`src/rtl/rcp_pkg.sv`:
```
// Purpose: Shared constants and carrier types for the remote control pins.
// Assumes: One 20 MHz clock; AXI4-Lite registers of 32-bit words.
// Notes: Millisecond times are counted on a one-cycle tick enable.
package rcp_pkg;
   // Clock and tick rate.
   localparam int CLK_PERIOD_NS = 50;
   localparam int MS_NS = 1000000;
   localparam int MS_CYC = (MS_NS + CLK_PERIOD_NS - 1) / CLK_PERIOD_NS;
   // Times in milliseconds, and the press count for factory defaults.
   localparam logic [7:0] ACK_DEF_MS = 8'h14;
   localparam logic [9:0] HOLD_MS = 10'h2f8;
   localparam logic [9:0] PAIR_MS = 10'h3e8;
   localparam logic [9:0] GAP_MS = 10'h1f4;
   localparam logic [9:0] BLINK_MS = 10'h3e8;
   localparam logic [9:0] ON_LISTEN_MS = 10'h032;
   localparam logic [9:0] ON_SEND_MS = 10'h0c8;
   localparam logic [9:0] ON_PAIR_MS = 10'h1f4;
   localparam logic [2:0] RESET_PRESSES = 3'h5;
   // Positions in the raw pin vector.
   localparam int PIN_ST = 6;
   localparam int PIN_LODIR = 5;
   localparam int PIN_HIDIR = 4;
   localparam int PIN_LPN = 3;
   localparam int PIN_TOG = 2;
   localparam int PIN_PERMIT = 1;
   localparam int PIN_CMD = 0;
   localparam int PIN_BTN = 14;
   // Register map, fields and bus answers.
   localparam logic [31:0] CTRL_OFS = 32'h0000_0000;
   localparam logic [31:0] STAT_OFS = 32'h0000_0004;
   localparam int CTRL_PAIR_BIT = 8;
   localparam logic [1:0] RESP_OK = 2'h0;
   localparam logic [1:0] RESP_SLVERR = 2'h2;

   typedef enum logic [3:0] {
      MD_LOWPWR = 4'h1,
      MD_LISTEN = 4'h2,
      MD_SEND = 4'h4,
      MD_PAIR = 4'h8
   } rcp_mode_t;

   // From the radio protocol engine.
   typedef struct packed {
      logic rx_busy;
      logic tx_busy;
      logic pkt_valid;
      logic [7:0] pkt_bits;
      logic ack_valid;
      logic [7:0] ack_ms;
      logic cmd_tx;
   } rcp_core_in_t;

   // To the radio protocol engine.
   typedef struct packed {
      logic send_req;
      logic [7:0] send_bits;
      logic reply_req;
      logic pair_start;
      logic factory_reset;
      logic cmd_rx;
      logic sleep;
   } rcp_core_out_t;

   typedef struct packed {
      logic [14:0] p1;
      logic [14:0] p2;
      logic [8:0] samp;
      logic [8:0] deb;
      logic [15:0] div;
      logic tick;
      logic [7:0] prev_pkt;
      logic [7:0] line_out;
      logic [7:0] line_oe;
      logic [9:0] hold;
      logic [7:0] ack_def;
      logic [7:0] ack_cnt;
      logic ack_out;
      logic [9:0] gap;
      logic [2:0] presses;
      logic [9:0] pair_tmr;
      rcp_mode_t mode;
      logic [9:0] blink;
      logic light;
      logic rx_amp;
      logic tx_amp;
      logic cmd_out;
      rcp_core_out_t core;
      logic awready;
      logic wready;
      logic aw_got;
      logic w_got;
      logic [31:0] waddr;
      logic [31:0] wdata;
      logic [3:0] wstrb;
      logic bvalid;
      logic [1:0] bresp;
      logic arready;
      logic rvalid;
      logic [1:0] rresp;
      logic [31:0] rdata;
   } rcp_state_t;
endpackage

```
`src/rtl/rcp_pin_logic.sv`:
```
// Purpose: Pin logic of a remote control transceiver: status lines,
//    straps, amplifier enables, acknowledgement, pairing, indicator.
// Assumes: Radio protocol engine sits on core_in/core_out.
// Notes: Packet protocol, hopping and command set live in the engine.
// Operation
// - Low strap low makes lines 0-3 outputs, high makes them inputs.
// - High strap low makes lines 4-7 outputs, high makes them inputs.
// - Low-power input low stops all function but the AXI4-Lite registers and command input pass-through until it is high again.
// - Toggle select high: activation commands flip outputs.
// - Toggle select low: outputs stay active only while packets arrive.
// - Active-low reset clears the block but sets the 20 ms ack default, listening mode and high command output.
// - Receive amplifier enable is high while receiving.
// - Transmit amplifier enable is high while transmitting.
// - Valid control packet answered only when reply permit is high.
// - Button high starts pairing.
// - A press pattern on the button restores factory defaults.
// - Acknowledgement output rises when an acknowledgement arrives.
// - Indicator pulses, pulse length shows state, drives small LED.
// - Serial commands come in on one line, answers go out another.
// - Status bit n maps to status line n between units.
// - Momentary outputs equal bits of the latest packet.
// - Toggle outputs flip only on a 0 to 1 bit change.
// - Acknowledgement output lasts the CTRL default, 20 ms at reset, unless the reply gives a nonzero length.
`timescale 1ns/100ps
module rcp_pin_logic #(
   parameter int MS_CYC = rcp_pkg::MS_CYC
) (
   // Clock and reset.
   input wire logic aclk,
   input wire logic aresetn,
   // AXI4-Lite write channels.
   input wire logic [31:0] s_axi_awaddr,
   input wire logic s_axi_awvalid,
   output logic s_axi_awready,
   input wire logic [31:0] s_axi_wdata,
   input wire logic [3:0] s_axi_wstrb,
   input wire logic s_axi_wvalid,
   output logic s_axi_wready,
   output logic [1:0] s_axi_bresp,
   output logic s_axi_bvalid,
   input wire logic s_axi_bready,
   // AXI4-Lite read channels.
   input wire logic [31:0] s_axi_araddr,
   input wire logic s_axi_arvalid,
   output logic s_axi_arready,
   output logic [31:0] s_axi_rdata,
   output logic [1:0] s_axi_rresp,
   output logic s_axi_rvalid,
   input wire logic s_axi_rready,
   // Status lines, split into input, output and enable.
   input wire logic [7:0] status_line_in,
   output logic [7:0] status_line_out,
   output logic [7:0] status_line_oe,
   // Straps and control inputs.
   input wire logic low_group_direction,
   input wire logic high_group_direction,
   input wire logic low_power_n,
   input wire logic toggle_select,
   input wire logic reply_permit,
   input wire logic pairing_button,
   input wire logic cmd_in,
   // Pin outputs.
   output logic cmd_out,
   output logic rx_amp_enable,
   output logic tx_amp_enable,
   output logic ack_out,
   output logic activity_light,
   // Radio protocol engine.
   input wire rcp_pkg::rcp_core_in_t core_in,
   output rcp_pkg::rcp_core_out_t core_out
);

   // The millisecond divider is 16 bits wide.
   if (MS_CYC < 2 || MS_CYC > 65535) begin : g_bad_ms
      $error("MS_CYC out of range");
   end

   rcp_pkg::rcp_state_t q;
   rcp_pkg::rcp_state_t d;
   logic [14:0] pin_raw;

   // Indicator on-time for each operating mode.
   function automatic logic [9:0] on_time(input rcp_pkg::rcp_mode_t m);
      case (m)
         rcp_pkg::MD_LISTEN: on_time = rcp_pkg::ON_LISTEN_MS;
         rcp_pkg::MD_SEND: on_time = rcp_pkg::ON_SEND_MS;
         rcp_pkg::MD_PAIR: on_time = rcp_pkg::ON_PAIR_MS;
         default: on_time = 10'h000;
      endcase
   endfunction

   // Register decode shared by the read and write paths.
   function automatic logic [1:0] reg_sel(input logic [31:0] a);
      if (a[31:2] == rcp_pkg::CTRL_OFS[31:2]) begin
         reg_sel = 2'h1;
      end else if (a[31:2] == rcp_pkg::STAT_OFS[31:2]) begin
         reg_sel = 2'h2;
      end else begin
         reg_sel = 2'h0;
      end
   endfunction

   // Raw pin vector; only the first synchroniser stage reads it.
   assign pin_raw = {pairing_button, status_line_in, low_group_direction,
      high_group_direction, low_power_n, toggle_select, reply_permit,
      cmd_in};

   // Next-state logic for the whole block.
   always_comb begin
      logic lp;
      logic tog;
      logic btn_rise;
      logic soft_pair;
      logic [7:0] in_mask;
      logic [7:0] rise;
      logic [31:0] stat;
      d = q;
      lp = 1'b0;
      tog = 1'b0;
      btn_rise = 1'b0;
      soft_pair = 1'b0;
      in_mask = 8'h00;
      rise = 8'h00;
      stat = 32'h0000_0000;

      // Two-stage synchronisers on every pin input.
      d.p1 = pin_raw;
      d.p2 = q.p1;
      lp = ~q.p2[rcp_pkg::PIN_LPN];
      tog = q.p2[rcp_pkg::PIN_TOG];

      // Millisecond tick; long times are counted on it.
      d.tick = 1'b0;
      if (q.div == 16'(MS_CYC - 1)) begin
         d.div = 16'h0000;
         d.tick = 1'b1;
      end else begin
         d.div = q.div + 16'h0001;
      end

      // A line is accepted only after two equal samples a tick apart.
      if (q.tick) begin
         d.samp = {q.p2[rcp_pkg::PIN_BTN], q.p2[rcp_pkg::PIN_ST +: 8]};
         d.deb = (d.samp & q.samp) | (q.deb & (d.samp | q.samp));
      end
      btn_rise = d.deb[8] & ~q.deb[8];

      // Strap high means input; outputs enabled only for low straps.
      in_mask = {{4{q.p2[rcp_pkg::PIN_HIDIR]}},
         {4{q.p2[rcp_pkg::PIN_LODIR]}}};
      d.line_oe = lp ? 8'h00 : ~in_mask;

      // Input lines go out bit for bit; any high line asks to send.
      d.core.send_bits = lp ? 8'h00 : (q.deb[7:0] & in_mask);
      d.core.send_req = |d.core.send_bits;

      // Pulses to the engine last one cycle.
      d.core.reply_req = 1'b0;
      d.core.pair_start = 1'b0;
      d.core.factory_reset = 1'b0;
      d.core.sleep = lp;

      // Received status packet updates the output lines.
      if (lp) begin
         d.line_out = 8'h00;
         d.prev_pkt = 8'h00;
         d.hold = 10'h000;
      end else if (core_in.pkt_valid) begin
         d.prev_pkt = core_in.pkt_bits;
         d.hold = rcp_pkg::HOLD_MS;
         if (tog) begin
            rise = core_in.pkt_bits & ~q.prev_pkt;
            d.line_out = q.line_out ^ rise;
         end else begin
            d.line_out = core_in.pkt_bits;
         end
         d.core.reply_req = q.p2[rcp_pkg::PIN_PERMIT];
      end else if (q.tick && q.hold != 10'h000) begin
         d.hold = q.hold - 10'h001;
         // Momentary lines drop once packets stop arriving.
         if (q.hold == 10'h001 && !tog) begin
            d.line_out = 8'h00;
         end
      end

      // Acknowledgement output timer in milliseconds.
      if (lp) begin
         d.ack_cnt = 8'h00;
      end else if (core_in.ack_valid) begin
         d.ack_cnt = (core_in.ack_ms == 8'h00) ? q.ack_def
            : core_in.ack_ms;
      end else if (q.tick && q.ack_cnt != 8'h00) begin
         d.ack_cnt = q.ack_cnt - 8'h01;
      end
      d.ack_out = (d.ack_cnt != 8'h00);

      // AXI4-Lite write: address and data taken in either order.
      d.awready = ~q.aw_got & ~q.bvalid & ~(s_axi_awvalid & q.awready);
      d.wready = ~q.w_got & ~q.bvalid & ~(s_axi_wvalid & q.wready);
      if (s_axi_awvalid && q.awready) begin
         d.aw_got = 1'b1;
         d.waddr = s_axi_awaddr;
      end
      if (s_axi_wvalid && q.wready) begin
         d.w_got = 1'b1;
         d.wdata = s_axi_wdata;
         d.wstrb = s_axi_wstrb;
      end
      if (q.aw_got && q.w_got) begin
         d.aw_got = 1'b0;
         d.w_got = 1'b0;
         d.bvalid = 1'b1;
         d.bresp = rcp_pkg::RESP_OK;
         case (reg_sel(q.waddr))
            2'h1: begin
               if (q.wstrb[0]) begin
                  d.ack_def = q.wdata[7:0];
               end
               soft_pair = q.wstrb[1] & q.wdata[rcp_pkg::CTRL_PAIR_BIT];
            end
            2'h2: begin
               // Status word is read-only; writes are dropped.
            end
            default: d.bresp = rcp_pkg::RESP_SLVERR;
         endcase
      end
      if (q.bvalid && s_axi_bready) begin
         d.bvalid = 1'b0;
      end

      // Pairing and factory-default press counting.
      if (q.tick && q.gap != 10'h000) begin
         d.gap = q.gap - 10'h001;
         if (q.gap == 10'h001) begin
            d.presses = 3'h0;
         end
      end
      if (q.tick && q.pair_tmr != 10'h000) begin
         d.pair_tmr = q.pair_tmr - 10'h001;
      end
      if (!lp && (btn_rise || soft_pair)) begin
         d.core.pair_start = 1'b1;
         d.pair_tmr = rcp_pkg::PAIR_MS;
      end
      if (!lp && btn_rise) begin
         d.gap = rcp_pkg::GAP_MS;
         if (q.presses == rcp_pkg::RESET_PRESSES - 3'h1) begin
            d.core.factory_reset = 1'b1;
            d.ack_def = rcp_pkg::ACK_DEF_MS;
            d.presses = 3'h0;
         end else begin
            d.presses = q.presses + 3'h1;
         end
      end
      if (lp) begin
         d.pair_tmr = 10'h000;
         d.presses = 3'h0;
         d.gap = 10'h000;
      end

      // Amplifier enables follow the radio activity.
      d.rx_amp = ~lp & core_in.rx_busy;
      d.tx_amp = ~lp & core_in.tx_busy;

      // Operating mode shown on the indicator.
      if (lp) begin
         d.mode = rcp_pkg::MD_LOWPWR;
      end else if (d.pair_tmr != 10'h000) begin
         d.mode = rcp_pkg::MD_PAIR;
      end else if (core_in.tx_busy) begin
         d.mode = rcp_pkg::MD_SEND;
      end else begin
         d.mode = rcp_pkg::MD_LISTEN;
      end

      // Indicator: fixed period, on-time set by the mode.
      if (q.tick) begin
         d.blink = (q.blink == rcp_pkg::BLINK_MS - 10'h001) ? 10'h000
            : q.blink + 10'h001;
      end
      d.light = ~lp & (q.blink < on_time(q.mode));

      // Serial command lines pass through; output idles high.
      d.core.cmd_rx = q.p2[rcp_pkg::PIN_CMD];
      d.cmd_out = lp | core_in.cmd_tx;

      // AXI4-Lite read: answer one cycle after the address is taken.
      stat[7:0] = q.line_out;
      stat[15:8] = q.line_oe;
      stat[19:16] = q.mode;
      stat[20] = q.ack_out;
      stat[21] = q.core.send_req;
      d.arready = ~q.rvalid & ~(s_axi_arvalid & q.arready);
      if (s_axi_arvalid && q.arready) begin
         d.rvalid = 1'b1;
         d.rresp = rcp_pkg::RESP_OK;
         case (reg_sel(s_axi_araddr))
            2'h1: d.rdata = {24'h00_0000, q.ack_def};
            2'h2: d.rdata = stat;
            default: begin
               d.rdata = 32'h0000_0000;
               d.rresp = rcp_pkg::RESP_SLVERR;
            end
         endcase
      end else if (q.rvalid && s_axi_rready) begin
         d.rvalid = 1'b0;
      end
   end

   // State register; reset returns every field to a fixed value.
   always_ff @(posedge aclk) begin
      if (!aresetn) begin
         q <= '0;
         q.ack_def <= rcp_pkg::ACK_DEF_MS;
         q.mode <= rcp_pkg::MD_LISTEN;
         q.cmd_out <= 1'b1;
      end else begin
         q <= d;
      end
   end

   // Every output comes straight from the state register.
   assign s_axi_awready = q.awready;
   assign s_axi_wready = q.wready;
   assign s_axi_bresp = q.bresp;
   assign s_axi_bvalid = q.bvalid;
   assign s_axi_arready = q.arready;
   assign s_axi_rdata = q.rdata;
   assign s_axi_rresp = q.rresp;
   assign s_axi_rvalid = q.rvalid;
   assign status_line_out = q.line_out;
   assign status_line_oe = q.line_oe;
   assign cmd_out = q.cmd_out;
   assign rx_amp_enable = q.rx_amp;
   assign tx_amp_enable = q.tx_amp;
   assign ack_out = q.ack_out;
   assign activity_light = q.light;
   assign core_out = q.core;

endmodule

```
`config.mk`:
```
export PLATFORM = sky130hd
export DESIGN_NAME = rcp_pin_logic
export DESIGN_NICKNAME = d
export VERILOG_FILES = /design/src/rtl/rcp_pkg.sv /design/src/rtl/rcp_pin_logic.sv
export SDC_FILE = /design/constraint.sdc
export NUM_CORES = 1
export LEC_CHECK = 0
export BUFFER_PORTS_ARGS = -buffer_cell sky130_fd_sc_hd__buf_2
export CAP_MARGIN = 5
export CELL_PAD_IN_SITES_DETAIL_PLACEMENT = 0
export CELL_PAD_IN_SITES_GLOBAL_PLACEMENT = 2
export CORE_ASPECT_RATIO = 1.5
export CORE_MARGIN = 2
export CORE_UTILIZATION = 32
export CTS_CLUSTER_SIZE = 25
export DETAILED_ROUTE_END_ITERATION = 10
export MAX_ROUTING_LAYER = met4
export PLACE_DENSITY = 0.79
export SETUP_SLACK_MARGIN = 0.15
export SYNTH_ARGS = -nofsm -noshare
export SYNTH_HDL_FRONTEND = slang
export SYNTH_SLANG_ARGS = --single-unit
```
`constraint.sdc`:
```
create_clock -name aclk -period 2.9 [get_ports aclk]
set_clock_uncertainty 0.15 [all_clocks]
set_input_delay 0 -clock aclk [delete_from_list [all_inputs] [get_ports aclk]]
set_output_delay 0 -clock aclk [all_outputs]
set_load 0.01 [all_outputs]
```
==> results_dict.tcl, run 1 <==
set metrics [dict create \
    status "finished clean" \
    route.detailed.wl_per_inst_um 14.04 \
    multi_input_area_um2 4503 \
    seq_area_frac_synth_pct 47.01 \
    clk_latency_ns 0.54 \
    maxCapViolations 0 \
    syn_avg_cell_area_um2 8.808 \
    overflow 0 \
    cts_setup_buffers 0 \
    grt_pass1_vias 8223 \
    yosysWarnings 0 \
    cts_buffers 24 \
    grt_pass1_wl_um 40390 \
    grt_use_total_pct 15.84 \
    final-setup-viol-count 0 \
    cp.arrival_ns 2.79 \
    num_antenna_cells 0 \
    area_delta_synth_final_pct 31.49 \
    r2r_cells 8 \
    synth_flop_cell "dfxtp_1" \
    io_buffers 177 \
    final.setup.tns_ns 0 \
    rows 78 \
    slowest_stage "dfxtp_1" \
    worst_hold_path_type "in2reg" \
    syn_area_um2 9794 \
    swShare_pct 23.11 \
    post_drt_via_cell_ratio 4.673 \
    synthArstFlopShare_pct 0 \
    seq_area_um2 4604 \
    worst_pin_slew_ns 0.9044 \
    grt_max_degree 42 \
    cts-root-buf "clkbuf_16" \
    hold_depth 4 \
    postRouteAntennaNets 0 \
    p_leak_uw 0.005208 \
    slew_violations 0 \
    antenna_found_initial 0 \
    ys_types 68 \
    ir_worst_vdd_uv 410.7 \
    crit_type "reg2reg" \
    synth_top_area_share_pct 47.01 \
    drive_gt1_share_pct 18.53 \
    nFillCells 3028 \
    floorplan.initialDensity_pct 32.48 \
    crit_path_end_kind "register" \
    power_density_nw_per_um2 530.1 \
    clock-sinks 230 \
    clockPowerShare_pct 44.3 \
    seq_power_share_pct 48.0 \
    drt_wl_total_um 25100 \
    place_area_um2 10700 \
    synth_area_leaders "dfxtp_1 47%, nand2_1 5.1%, buf_4 5.1%, nor2_1 4.9%, a21oi_1 4.5%" \
    rsz0062_at_grt "no" \
    crit_fanout 6 \
    switchingPower_uw 1578 \
    cts_tree "built" \
    hold_start "s_axi_awvalid" \
    syn_inst 1112 \
    drtIter0Drc 345 \
    path_cells "inv_1, ha_1, nor3b_1, nand4_1, and2_1, mux2_2, and3_1, a41o_1" \
    dr.pass1.iters 5 \
    io-pin-count 219 \
    drc 0 \
    max_freq_mhz 395.1 \
    clk_path_buf_depth 3 \
    die_h_um 218.3 \
    dp_hpwl_um 17100 \
    dieArea_um2 32050 \
    hold_violations 0 \
    clk_pin_slew_ns 0.06 \
    core_area_um2 30160 \
    min_period_ns 2.531 \
    crit_start "q[143]" \
    max_stage_delay_ns 0.36 \
    relSlewSlack_pct 39.15 \
    internal-power_uw 5249 \
    synth_edf_count 0 \
    start_kind "register" \
    die_x_um 146.8 \
    required_ns 3.16 \
    fin_util_pct 42.71 \
    h-tree-depth 1 \
    yosys.area.top_type "dfxtp_1" \
    finalNetCount 1533 \
    final.period_utilization_pct 87.28 \
    timing.rr.start "q[143]" \
    dr_total_vias 8351 \
    combPwrFrac_pct 7.6 \
    finish.instance_area_um2 12880 \
    routabilityCongestion 0.8150 \
    ys_ff_latch 230 \
]
-- final cells by class --
cell class | instances | share of cell area (%)
multi-input combinational | 760 | 34.97
sequential | 230 | 35.75
tap | 400 | 3.886
clock buffer | 33 | 5.314
inverter | 22 | 0.6412
timing repair buffer | 333 | 18.77
clock inverter | 9 | 0.6704
-- metrics by stage --
step / setup slack [ns] / total power, uW / hold slack, ns / std cells
floorplan: 0.5521 / 3576 / -0.04853 / 1123
global placement: 0.3687 / 3734 / 0.06203 / 1606
detailed placement: 0.3445 / 3738 / 0.06111 / 1606
CTS: 0.2185 / 6940 / 0.03658 / 1788
global route: 0.1516 / 7133 / 0.06637 / 1787
finish: 0.3690 / 6826 / 0.06094 / 1787
-- path summary, 6_finish.rpt --
check | end | slack [ns]
max | q[140] | 0.37
min | q[83] | 0.06
max reg2reg | q[140] | 0.37
min reg2reg | d[112] | 0.28
-- critical path, delay by kind of cell, from the launching register on --
kind / cells / cell delay (ns)
flip-flops: 1 / 0.36
AO/OA/AOI/OAI: 1 / 0.24
adder cells (fa/ha/maj): 1 / 0.22
multiplexers: 1 / 0.29
AND/OR/NAND/NOR: 4 / 1.07
buffers and inverters: 1 / 0.08
-- cells in the mapped netlist, types with 10 or more instances --
cell,n
buf_4,66
nand2_1,133
nand2b_1,14
a22oi_1,16
nor4_1,19
xnor2_1,21
and3_1,13
a21oi_1,89
nor2_1,127
clkbuf_1,38
ha_1,19
a31oi_1,11
dfxtp_1,230
nand3_1,17
and2_1,40
xor2_1,22
nor3_1,24
a21o_1,10
mux2i_1,33
o21ai_0,30
inv_1,21
nand4_1,12
-- what timing repair did --
item,4_1_cts,5_1_grt
setup endpoints to repair,0,11
hold endpoints to repair,128,0
hold buffers,140,0
gates resized for setup,0,4
-- sequential cells by signal, indices dropped and copies added, names as in the netlist, 2 cells and up --
signal / flops
q: 163
s_axi_rdata: 16
d: 16
status_line_oe: 2
core_out: 13
status_line_out: 8
-- cell usage in the layout, fill, tap and decap left out, types with 17 or more instances in the layout --
| cell type | synthesis | layout |
|---|---|---|
| dfxtp_1 | 230 | 230 |
| buf_2 | 2 | 177 |
| dlygate4sd3_1 | 0 | 139 |
| nand2_1 | 133 | 132 |
| nor2_1 | 127 | 126 |
| a21oi_1 | 89 | 89 |
| and2_1 | 40 | 40 |
| mux2i_1 | 33 | 33 |
| o21ai_0 | 30 | 30 |
| nor3_1 | 24 | 24 |
| clkbuf_16 | 0 | 24 |
| xor2_1 | 22 | 22 |
| inv_1 | 21 | 21 |
| xnor2_1 | 21 | 21 |
| nor4_1 | 19 | 19 |
| ha_1 | 19 | 19 |
| nand3_1 | 17 | 17 |
-- cells by family after synthesis --
logic type,after synthesis,synth area share (%)
other,1,0.03829
XOR/XNOR,43,3.845
flip-flops,230,47.01
AND/OR/NAND/NOR,445,22.18
adder cells (fa/ha/maj),19,2.427
multiplexers,39,4.062
buffers and inverters,133,7.652
AO/OA/AOI/OAI,202,12.79
-- metal layers --
metal  vias up  track usage, %  wire length, um
met5         -               -                0
met2       178           29.48            12940
li1       4274               -                -
met3        40           1.942              889
met1      3859           17.30            10670
met4         0           5.534              598
-- power by group through the flow --
stage / combinational, uW / clock, uW / sequential (uW)
2_1_floorplan: 242 / 0 / 3330
3_3_place_gp: 388 / 0 / 3350
3_5_place_dp: 390 / 0 / 3350
4_1_cts: 525 / 3140 / 3280
5_1_grt: 583 / 3270 / 3280
6_report: 522 / 3030 / 3280
No activity file was read; power rests on OpenSTA's default activity.
==> run 2, diff against run 1 <==
--- a/config.mk
+++ b/config.mk
@@ -5,18 +5,21 @@
 export SDC_FILE = /design/constraint.sdc
 export NUM_CORES = 1
 export LEC_CHECK = 0
+export ABC_CLOCK_PERIOD_IN_PS = 2900
 export BUFFER_PORTS_ARGS = -buffer_cell sky130_fd_sc_hd__buf_2
 export CAP_MARGIN = 5
 export CELL_PAD_IN_SITES_DETAIL_PLACEMENT = 0
 export CELL_PAD_IN_SITES_GLOBAL_PLACEMENT = 2
 export CORE_ASPECT_RATIO = 1.5
 export CORE_MARGIN = 2
-export CORE_UTILIZATION = 32
+export CORE_UTILIZATION = 33
+export CTS_BUF_LIST = sky130_fd_sc_hd__clkbuf_2 sky130_fd_sc_hd__clkbuf_4 sky130_fd_sc_hd__clkbuf_8
 export CTS_CLUSTER_SIZE = 25
 export DETAILED_ROUTE_END_ITERATION = 10
 export MAX_ROUTING_LAYER = met4
-export PLACE_DENSITY = 0.79
+export PLACE_DENSITY = 0.81
 export SETUP_SLACK_MARGIN = 0.15
+export SLEW_MARGIN = 20
 export SYNTH_ARGS = -nofsm -noshare
 export SYNTH_HDL_FRONTEND = slang
 export SYNTH_SLANG_ARGS = --single-unit
==> run 2 against run 1 <==
  * Via count up 3.7%
  * Routed wire length up 2.4%
  * Sequential share of layout area fell by 1.3 points
  * Clock-buffer cell count rose by 33
  * Cell count rose by 3.5%
  * Critical endpoint is now ack_out
  * Critical path depth is the same
  * Final area up 3.7%
  * Sequential power hardly changed
  * Sequential cell count unchanged
==> results_dict.tcl, run 2 (same netlist as run 1, synthesis figures left out) <==
set metrics [dict create \
    wl_met2_um 13260 \
    cts_tree "built" \
    cts-root-buf "clkbuf_8" \
    dr_total_vias 8663 \
    final.period_utilization_pct 89.04 \
    clk_path_buf_depth 3 \
    fin_util_pct 45.45 \
    area_delta_synth_final_pct 36.37 \
    swShare_pct 22.87 \
    dp_hpwl_um 17210 \
    topRoutingLayerUsed "met4" \
    postRouteAntennaNets 0 \
    start_kind "register" \
    floorplan.initialDensity_pct 33.33 \
    rows 77 \
    drt_wl_total_um 25700 \
    final.setup.tns_ns 0 \
    slew_violations 0 \
    crit_type "reg2reg" \
    ir_worst_vdd_uv 313.2 \
    hold_ws_ns 0.05673 \
    die_h_um 215 \
    switchingPower_uw 1600 \
    dieArea_um2 31100 \
    route.detailed.wl_per_inst_um 13.90 \
    cts_setup_buffers 0 \
    largest_reg_flops 163 \
    regMostFlops "q" \
    die_x_um 144.7 \
    overflow 0 \
    internal-power_uw 5395 \
    crit_family "compound AO/OA/AOI/OAI gates" \
    h-tree-depth 2 \
    rsz0062_at_grt "no" \
    dr.pass1.iters 4 \
    m1WireLength_um 10920 \
    drive_gt1_share_pct 19.94 \
    final_common_cell "dfxtp_1" \
    maxCapViolations 0 \
    hold_violations 0 \
    max_freq_mhz 387.3 \
    placed_cells 1601 \
    dp_slack_ns 0.3283 \
    clk_pin_slew_ns 0.06 \
    antenna_found_initial 0 \
    crit_path_end_kind "register" \
    wl_met3_um 911 \
    routabilityCongestion 0.8325 \
    worst_pin_slew_ns 0.8866 \
    slowest_stage "or3b_2" \
    grt_use_total_pct 16.84 \
    fin_cells 1849 \
    clock-sinks 230 \
    core_area_um2 29380 \
    grt_pass1_wl_um 41370 \
    grt_max_degree 59 \
    nFillCells 2907 \
    final_cell_mix "230 x dfxtp_1, 178 x dlygate4sd3_1, 177 x buf_2, 133 x nand2_1, 126 x nor2_1" \
    relSlewSlack_pct 40.35 \
    cts_buffers 40 \
    path_cells "inv_1, ha_1, or3b_2, o31ai_2, xnor2_1, a32oi_1, a2111oi_1, a31oi_1" \
    drc 0 \
    combPwrFrac_pct 8.0 \
    seq_power_share_pct 46.9 \
    num_antenna_cells 0 \
    grt_pass1_vias 8664 \
    required_ns 3.13 \
    path_buf_inv 1 \
    drtIter0Drc 304 \
    status "finished clean" \
    io_buffers 177 \
    cp.arrival_ns 2.81 \
    final-setup-viol-count 0 \
    clockPowerShare_pct 45.1 \
    layout_setup_ws_ns 0.3180 \
    worst_hold_path_type "in2reg" \
    max_stage_delay_ns 0.50 \
    min_period_ns 2.582 \
    clk_latency_ns 0.54 \
    power_density_nw_per_um2 523.7 \
    io-pin-count 219 \
    crit_fanout 4 \
    finalNetCount 1588 \
    p_leak_uw 0.005461 \
    post_drt_via_cell_ratio 4.685 \
]
==> run 2: cell types whose count changed in the layout (fill, tap and decap cells not counted), moves of 2 or more <==
cell | previous run | this run
clkbuf_1 | 4 | 0
clkbuf_16 | 24 | 0
clkbuf_4 | 0 | 15
clkbuf_8 | 5 | 51
clkinv_2 | 5 | 1
dlygate4sd3_1 | 139 | 178
nor4_1 | 19 | 17
nor4_2 | 2 | 4
==> run 2: power by group through the flow <==
stage	logic (uW)	clock network [uW]	registers (uW)
4_1_cts	559	3260	3280
3_3_place_gp	387	0	3350
5_1_grt	620	3390	3290
6_report	559	3160	3280
3_5_place_dp	389	0	3350
2_1_floorplan	242	0	3330
==> run 2: cell type report <==
type | count | area (um2) | area share, %
sequential | 230 | 4604 | 34.47
multi-input combinational | 760 | 4503 | 33.71
timing repair buffer | 372 | 2808 | 21.02
clock buffer | 66 | 814.5 | 6.098
tap | 395 | 494.2 | 3.700
inverter | 22 | 82.58 | 0.6183
clock inverter | 4 | 50.05 | 0.3747
==> run 2: path summary, 6_finish.rpt <==
kind         depth (start not counted)  slack, ns  endpoint               from
max                                  8       0.32   ack_out             q[167]
min                                  3       0.06    d[263]  status_line_in[5]
max reg2reg                          8       0.32   ack_out             q[167]
min reg2reg                          1       0.28    q[253]             d[253]
==> run 2: tightest hold or removal path: cells and delay by family <==
family / cells / cell delay, ns
buffers and inverters: 2 / 0.61
AND/OR/NAND/NOR: 1 / 0.10
==> run 2: timing repair <==
action / CTS / global route
gates resized for setup: 0 / 5
endpoints found under the hold margin: 125 / 0
hold buffers: 179 / 0
endpoints found under the setup margin: 0 / 12
==> run 2: routing by layer <==
metal | vias to the layer above | GRT usage [%]
met5 | - | -
met4 | 0 | 5.955
met3 | 43 | 2.451
met1 | 4045 | 18.50
met2 | 199 | 30.47
li1 | 4376 | -
==> run 2: per-stage QoR <==
step | total power (uW) | cell area [um2]
after CTS | 7093 | 13350
after floorplan | 3576 | 9836
final | 6995 | 13360
after detailed placement | 3737 | 10690
after global routing | 7296 | 13360
after global placement | 3733 | 10690
==> run 3, diff against run 2 <==
--- a/config.mk
+++ b/config.mk
@@ -5,6 +5,7 @@
 export SDC_FILE = /design/constraint.sdc
 export NUM_CORES = 1
 export LEC_CHECK = 0
+export ABC_AREA = 1
 export ABC_CLOCK_PERIOD_IN_PS = 2900
 export BUFFER_PORTS_ARGS = -buffer_cell sky130_fd_sc_hd__buf_2
 export CAP_MARGIN = 5
@@ -12,7 +13,7 @@
 export CELL_PAD_IN_SITES_GLOBAL_PLACEMENT = 2
 export CORE_ASPECT_RATIO = 1.5
 export CORE_MARGIN = 2
-export CORE_UTILIZATION = 33
+export CORE_UTILIZATION = 31
 export CTS_BUF_LIST = sky130_fd_sc_hd__clkbuf_2 sky130_fd_sc_hd__clkbuf_4 sky130_fd_sc_hd__clkbuf_8
 export CTS_CLUSTER_SIZE = 25
 export DETAILED_ROUTE_END_ITERATION = 10
==> run 3 against run 2 <==
  * Maximum frequency up 1.8%
  * Sequential share of layout area decreased by 1.3 points
  * Largest cell class unchanged
  * First-iteration DRC count up 36%
  * Critical path type is now in2reg
  * Sequential cell count unchanged
  * Non-clock buffer count is 1 higher
  * Die area increased by 12%
  * Via count increased by 12%
  * Synthesized cell count up 28%
==> results_dict.tcl, run 3 <==
set metrics [dict create \
    status "finished clean" \
    crit_path_end_kind "register" \
    syn_inst 1419 \
    synth_top_area_share_pct 44.51 \
    power_density_nw_per_um2 508.3 \
    cts_setup_buffers 0 \
    dr_total_vias 9745 \
    synthArstFlopShare_pct 0 \
    routabilityCongestion 0.8001 \
    worst-r2r-setup-slack_ns 0.54 \
    r2r_end "q[104]" \
    post-synth-top-count-cell "nand2_1" \
    post_drt_via_cell_ratio 4.485 \
    ir_worst_vdd_uv 342.0 \
    grt_pass1_vias 9852 \
    maxCapViolations 0 \
    hold_violations 0 \
    syn_area_um2 10340 \
    grt_max_degree 90 \
    hold_ws_ns 0.04294 \
    r2r_cells 6 \
    worst_hold_path_type "in2reg" \
    cts_tree "built" \
    syn_avg_cell_area_um2 7.290 \
    ys_types 46 \
    floorplan.initialDensity_pct 31.60 \
    final.setup.tns_ns 0 \
    crit_fanout 13 \
    synth_edf_count 0 \
    grt_pass1_wl_um 47430 \
    clk_latency_ns 0.55 \
    cp-endpoint "s_axi_rdata[3]" \
    grt_use_total_pct 16.89 \
    route.detailed.wl_per_inst_um 13.24 \
    largest_reg_flops 163 \
    path_cells "dlygate4sd3_1, buf_2, nor4_1, dlygate4sd3_1, nand2_1, dlygate4sd3_1, nor2_1, nand2_2, clkinv_2, nand2_1, nand2_1, o211ai_1, inv_1" \
    synth_area_leaders "dfxtp_1 45%, nand2_1 9.2%, nor2_1 7.3%, inv_1 6.2%, o21ai_0 5.7%" \
    drtIter0Drc 414 \
    final-setup-viol-count 0 \
    final_cell_mix "254 x nand2_1, 230 x dfxtp_1, 200 x nor2_1, 187 x dlygate4sd3_1, 177 x buf_2" \
    nFillCells 3422 \
    final.period_utilization_pct 87.46 \
    synth_flop_cell "dfxtp_1" \
    yosys.area.top_type "dfxtp_1" \
    dr.pass1.iters 5 \
    clock-sinks 230 \
    grtUsageMet3_pct 2.866 \
    io_buffers 177 \
    h-tree-depth 2 \
    max_freq_mhz 394.3 \
    final_common_cell "nand2_1" \
    timing.rr.start "s_axi_awready" \
    postRouteAntennaNets 0 \
    cp.arrival_ns 2.87 \
    dieArea_um2 34880 \
    cts_buffers 40 \
    drive_gt1_share_pct 17.13 \
    clk_path_buf_depth 3 \
    die_h_um 227.7 \
    seq_area_um2 4604 \
    drt_wl_total_um 28760 \
    relSlewSlack_pct 45.60 \
    seq_area_frac_synth_pct 44.51 \
    cts-root-buf "clkbuf_8" \
    io-pin-count 219 \
    multi_input_area_um2 4414 \
    hold_depth 4 \
    area_delta_synth_final_pct 34.08 \
    start_kind "input pin" \
    rows 81 \
    required_ns 3.23 \
    clk_pin_slew_ns 0.06 \
    finalNetCount 1895 \
    regMostFlops "q" \
    max_stage_delay_ns 0.59 \
    ys_ff_latch 230 \
    core_area_um2 32740 \
    p_leak_uw 0.006327 \
    slowest_stage "dlygate4sd3_1" \
    dp_hpwl_um 19910 \
    gr-usage-met2_pct 30.65 \
    slew_violations 0 \
    yosysWarnings 0 \
    gr-max-usage-layer "met2" \
    min_period_ns 2.536 \
    synth_common_cells "254 x nand2_1, 230 x dfxtp_1, 201 x nor2_1" \
    crit_type "in2reg" \
    drc 0 \
    antenna_found_initial 2 \
    die_x_um 153.2 \
    rsz0062_at_grt "no" \
    gr-usage-met1_pct 18.57 \
    worst_pin_slew_ns 0.8151 \
    overflow 0 \
    crit_start "s_axi_araddr[16]" \
]
==> run 3: cell count changes after synthesis, moves of 40 or more <==
cell     before  now
nand3_1      17   60
and2_1       40    0
nor2_1      127  201
nand2_1     133  254
inv_1        21  171
o21ai_0      30  118
==> run 3: power by group <==
| group | internal [uW] | switching, uW |
|---|---|---|
| Combinational | 337 | 324 |
| Sequential | 3260 | 48.4 |
| Clock | 1740 | 1350 |
| Total | 5330 | 1720 |
==> run 3: worst min path at each step <==
stage / from / end
finish: status_line_in[2] / d[260]
global route: low_power_n / d[255]
CTS: status_line_in[2] / d[260]
detailed placement: status_line_in[6] / d[264]
global placement: cmd_in / d[252]
floorplan: cmd_in / d[252]
==> run 3: kinds of logic (layout without fill, tap and decap cells) <==
group,Yosys count,count (layout),synth area share [%]
fa+ha+maj,19,19,2.298
simple gates,609,609,25.58
xor+xnor,17,17,1.439
buf+inv,294,621,13.24
other cells,1,13,0.03625
compound gates,249,249,12.89
flops,230,230,44.51
==> run 3: cell type report <==
type	count	share of cell area, %
inverter	182	4.934
timing repair buffer	373	20.40
clock buffer	54	5.042
multi-input combinational	906	31.82
sequential	230	33.20
tap	415	3.743
antenna	1	0.01804
clock inverter	12	0.8479
==> run 3: metrics by stage <==
stage	cells	power [uW]	instance area, um2	setup slack [ns]	utilization, %
6_report	2173	7050	13870	0.3637	42.37
3_5_place_dp	1919	3840	11170	0.7374	34.13
5_1_grt	2173	7405	13870	0.1626	42.37
3_3_place_gp	1919	3834	11170	0.7609	34.13
4_1_cts	2172	7175	13860	0.3463	42.34
2_1_floorplan	1430	3670	10390	1.073	-
==> run 3: metal layers <==
layer / vias to the layer above / part of all wire (%)
li1: 5095 / -
met1: 4403 / 42
met2: 194 / 52
met3: 53 / 3.8
met4: 0 / 2.6
met5: - / 0
==> run 3: what timing repair did <==
action	CTS	global route
setup endpoints to repair	0	10
hold endpoints to repair	138	0
resized for setup	0	3
hold buffers	187	0
==> run 3: worst max-delay path, delay by kind of cell <==
kind	cells	cell delay [ns]
buffers and inverters	6	2.13
AO/OA/AOI/OAI	1	0.08
AND/OR/NAND/NOR	6	0.67
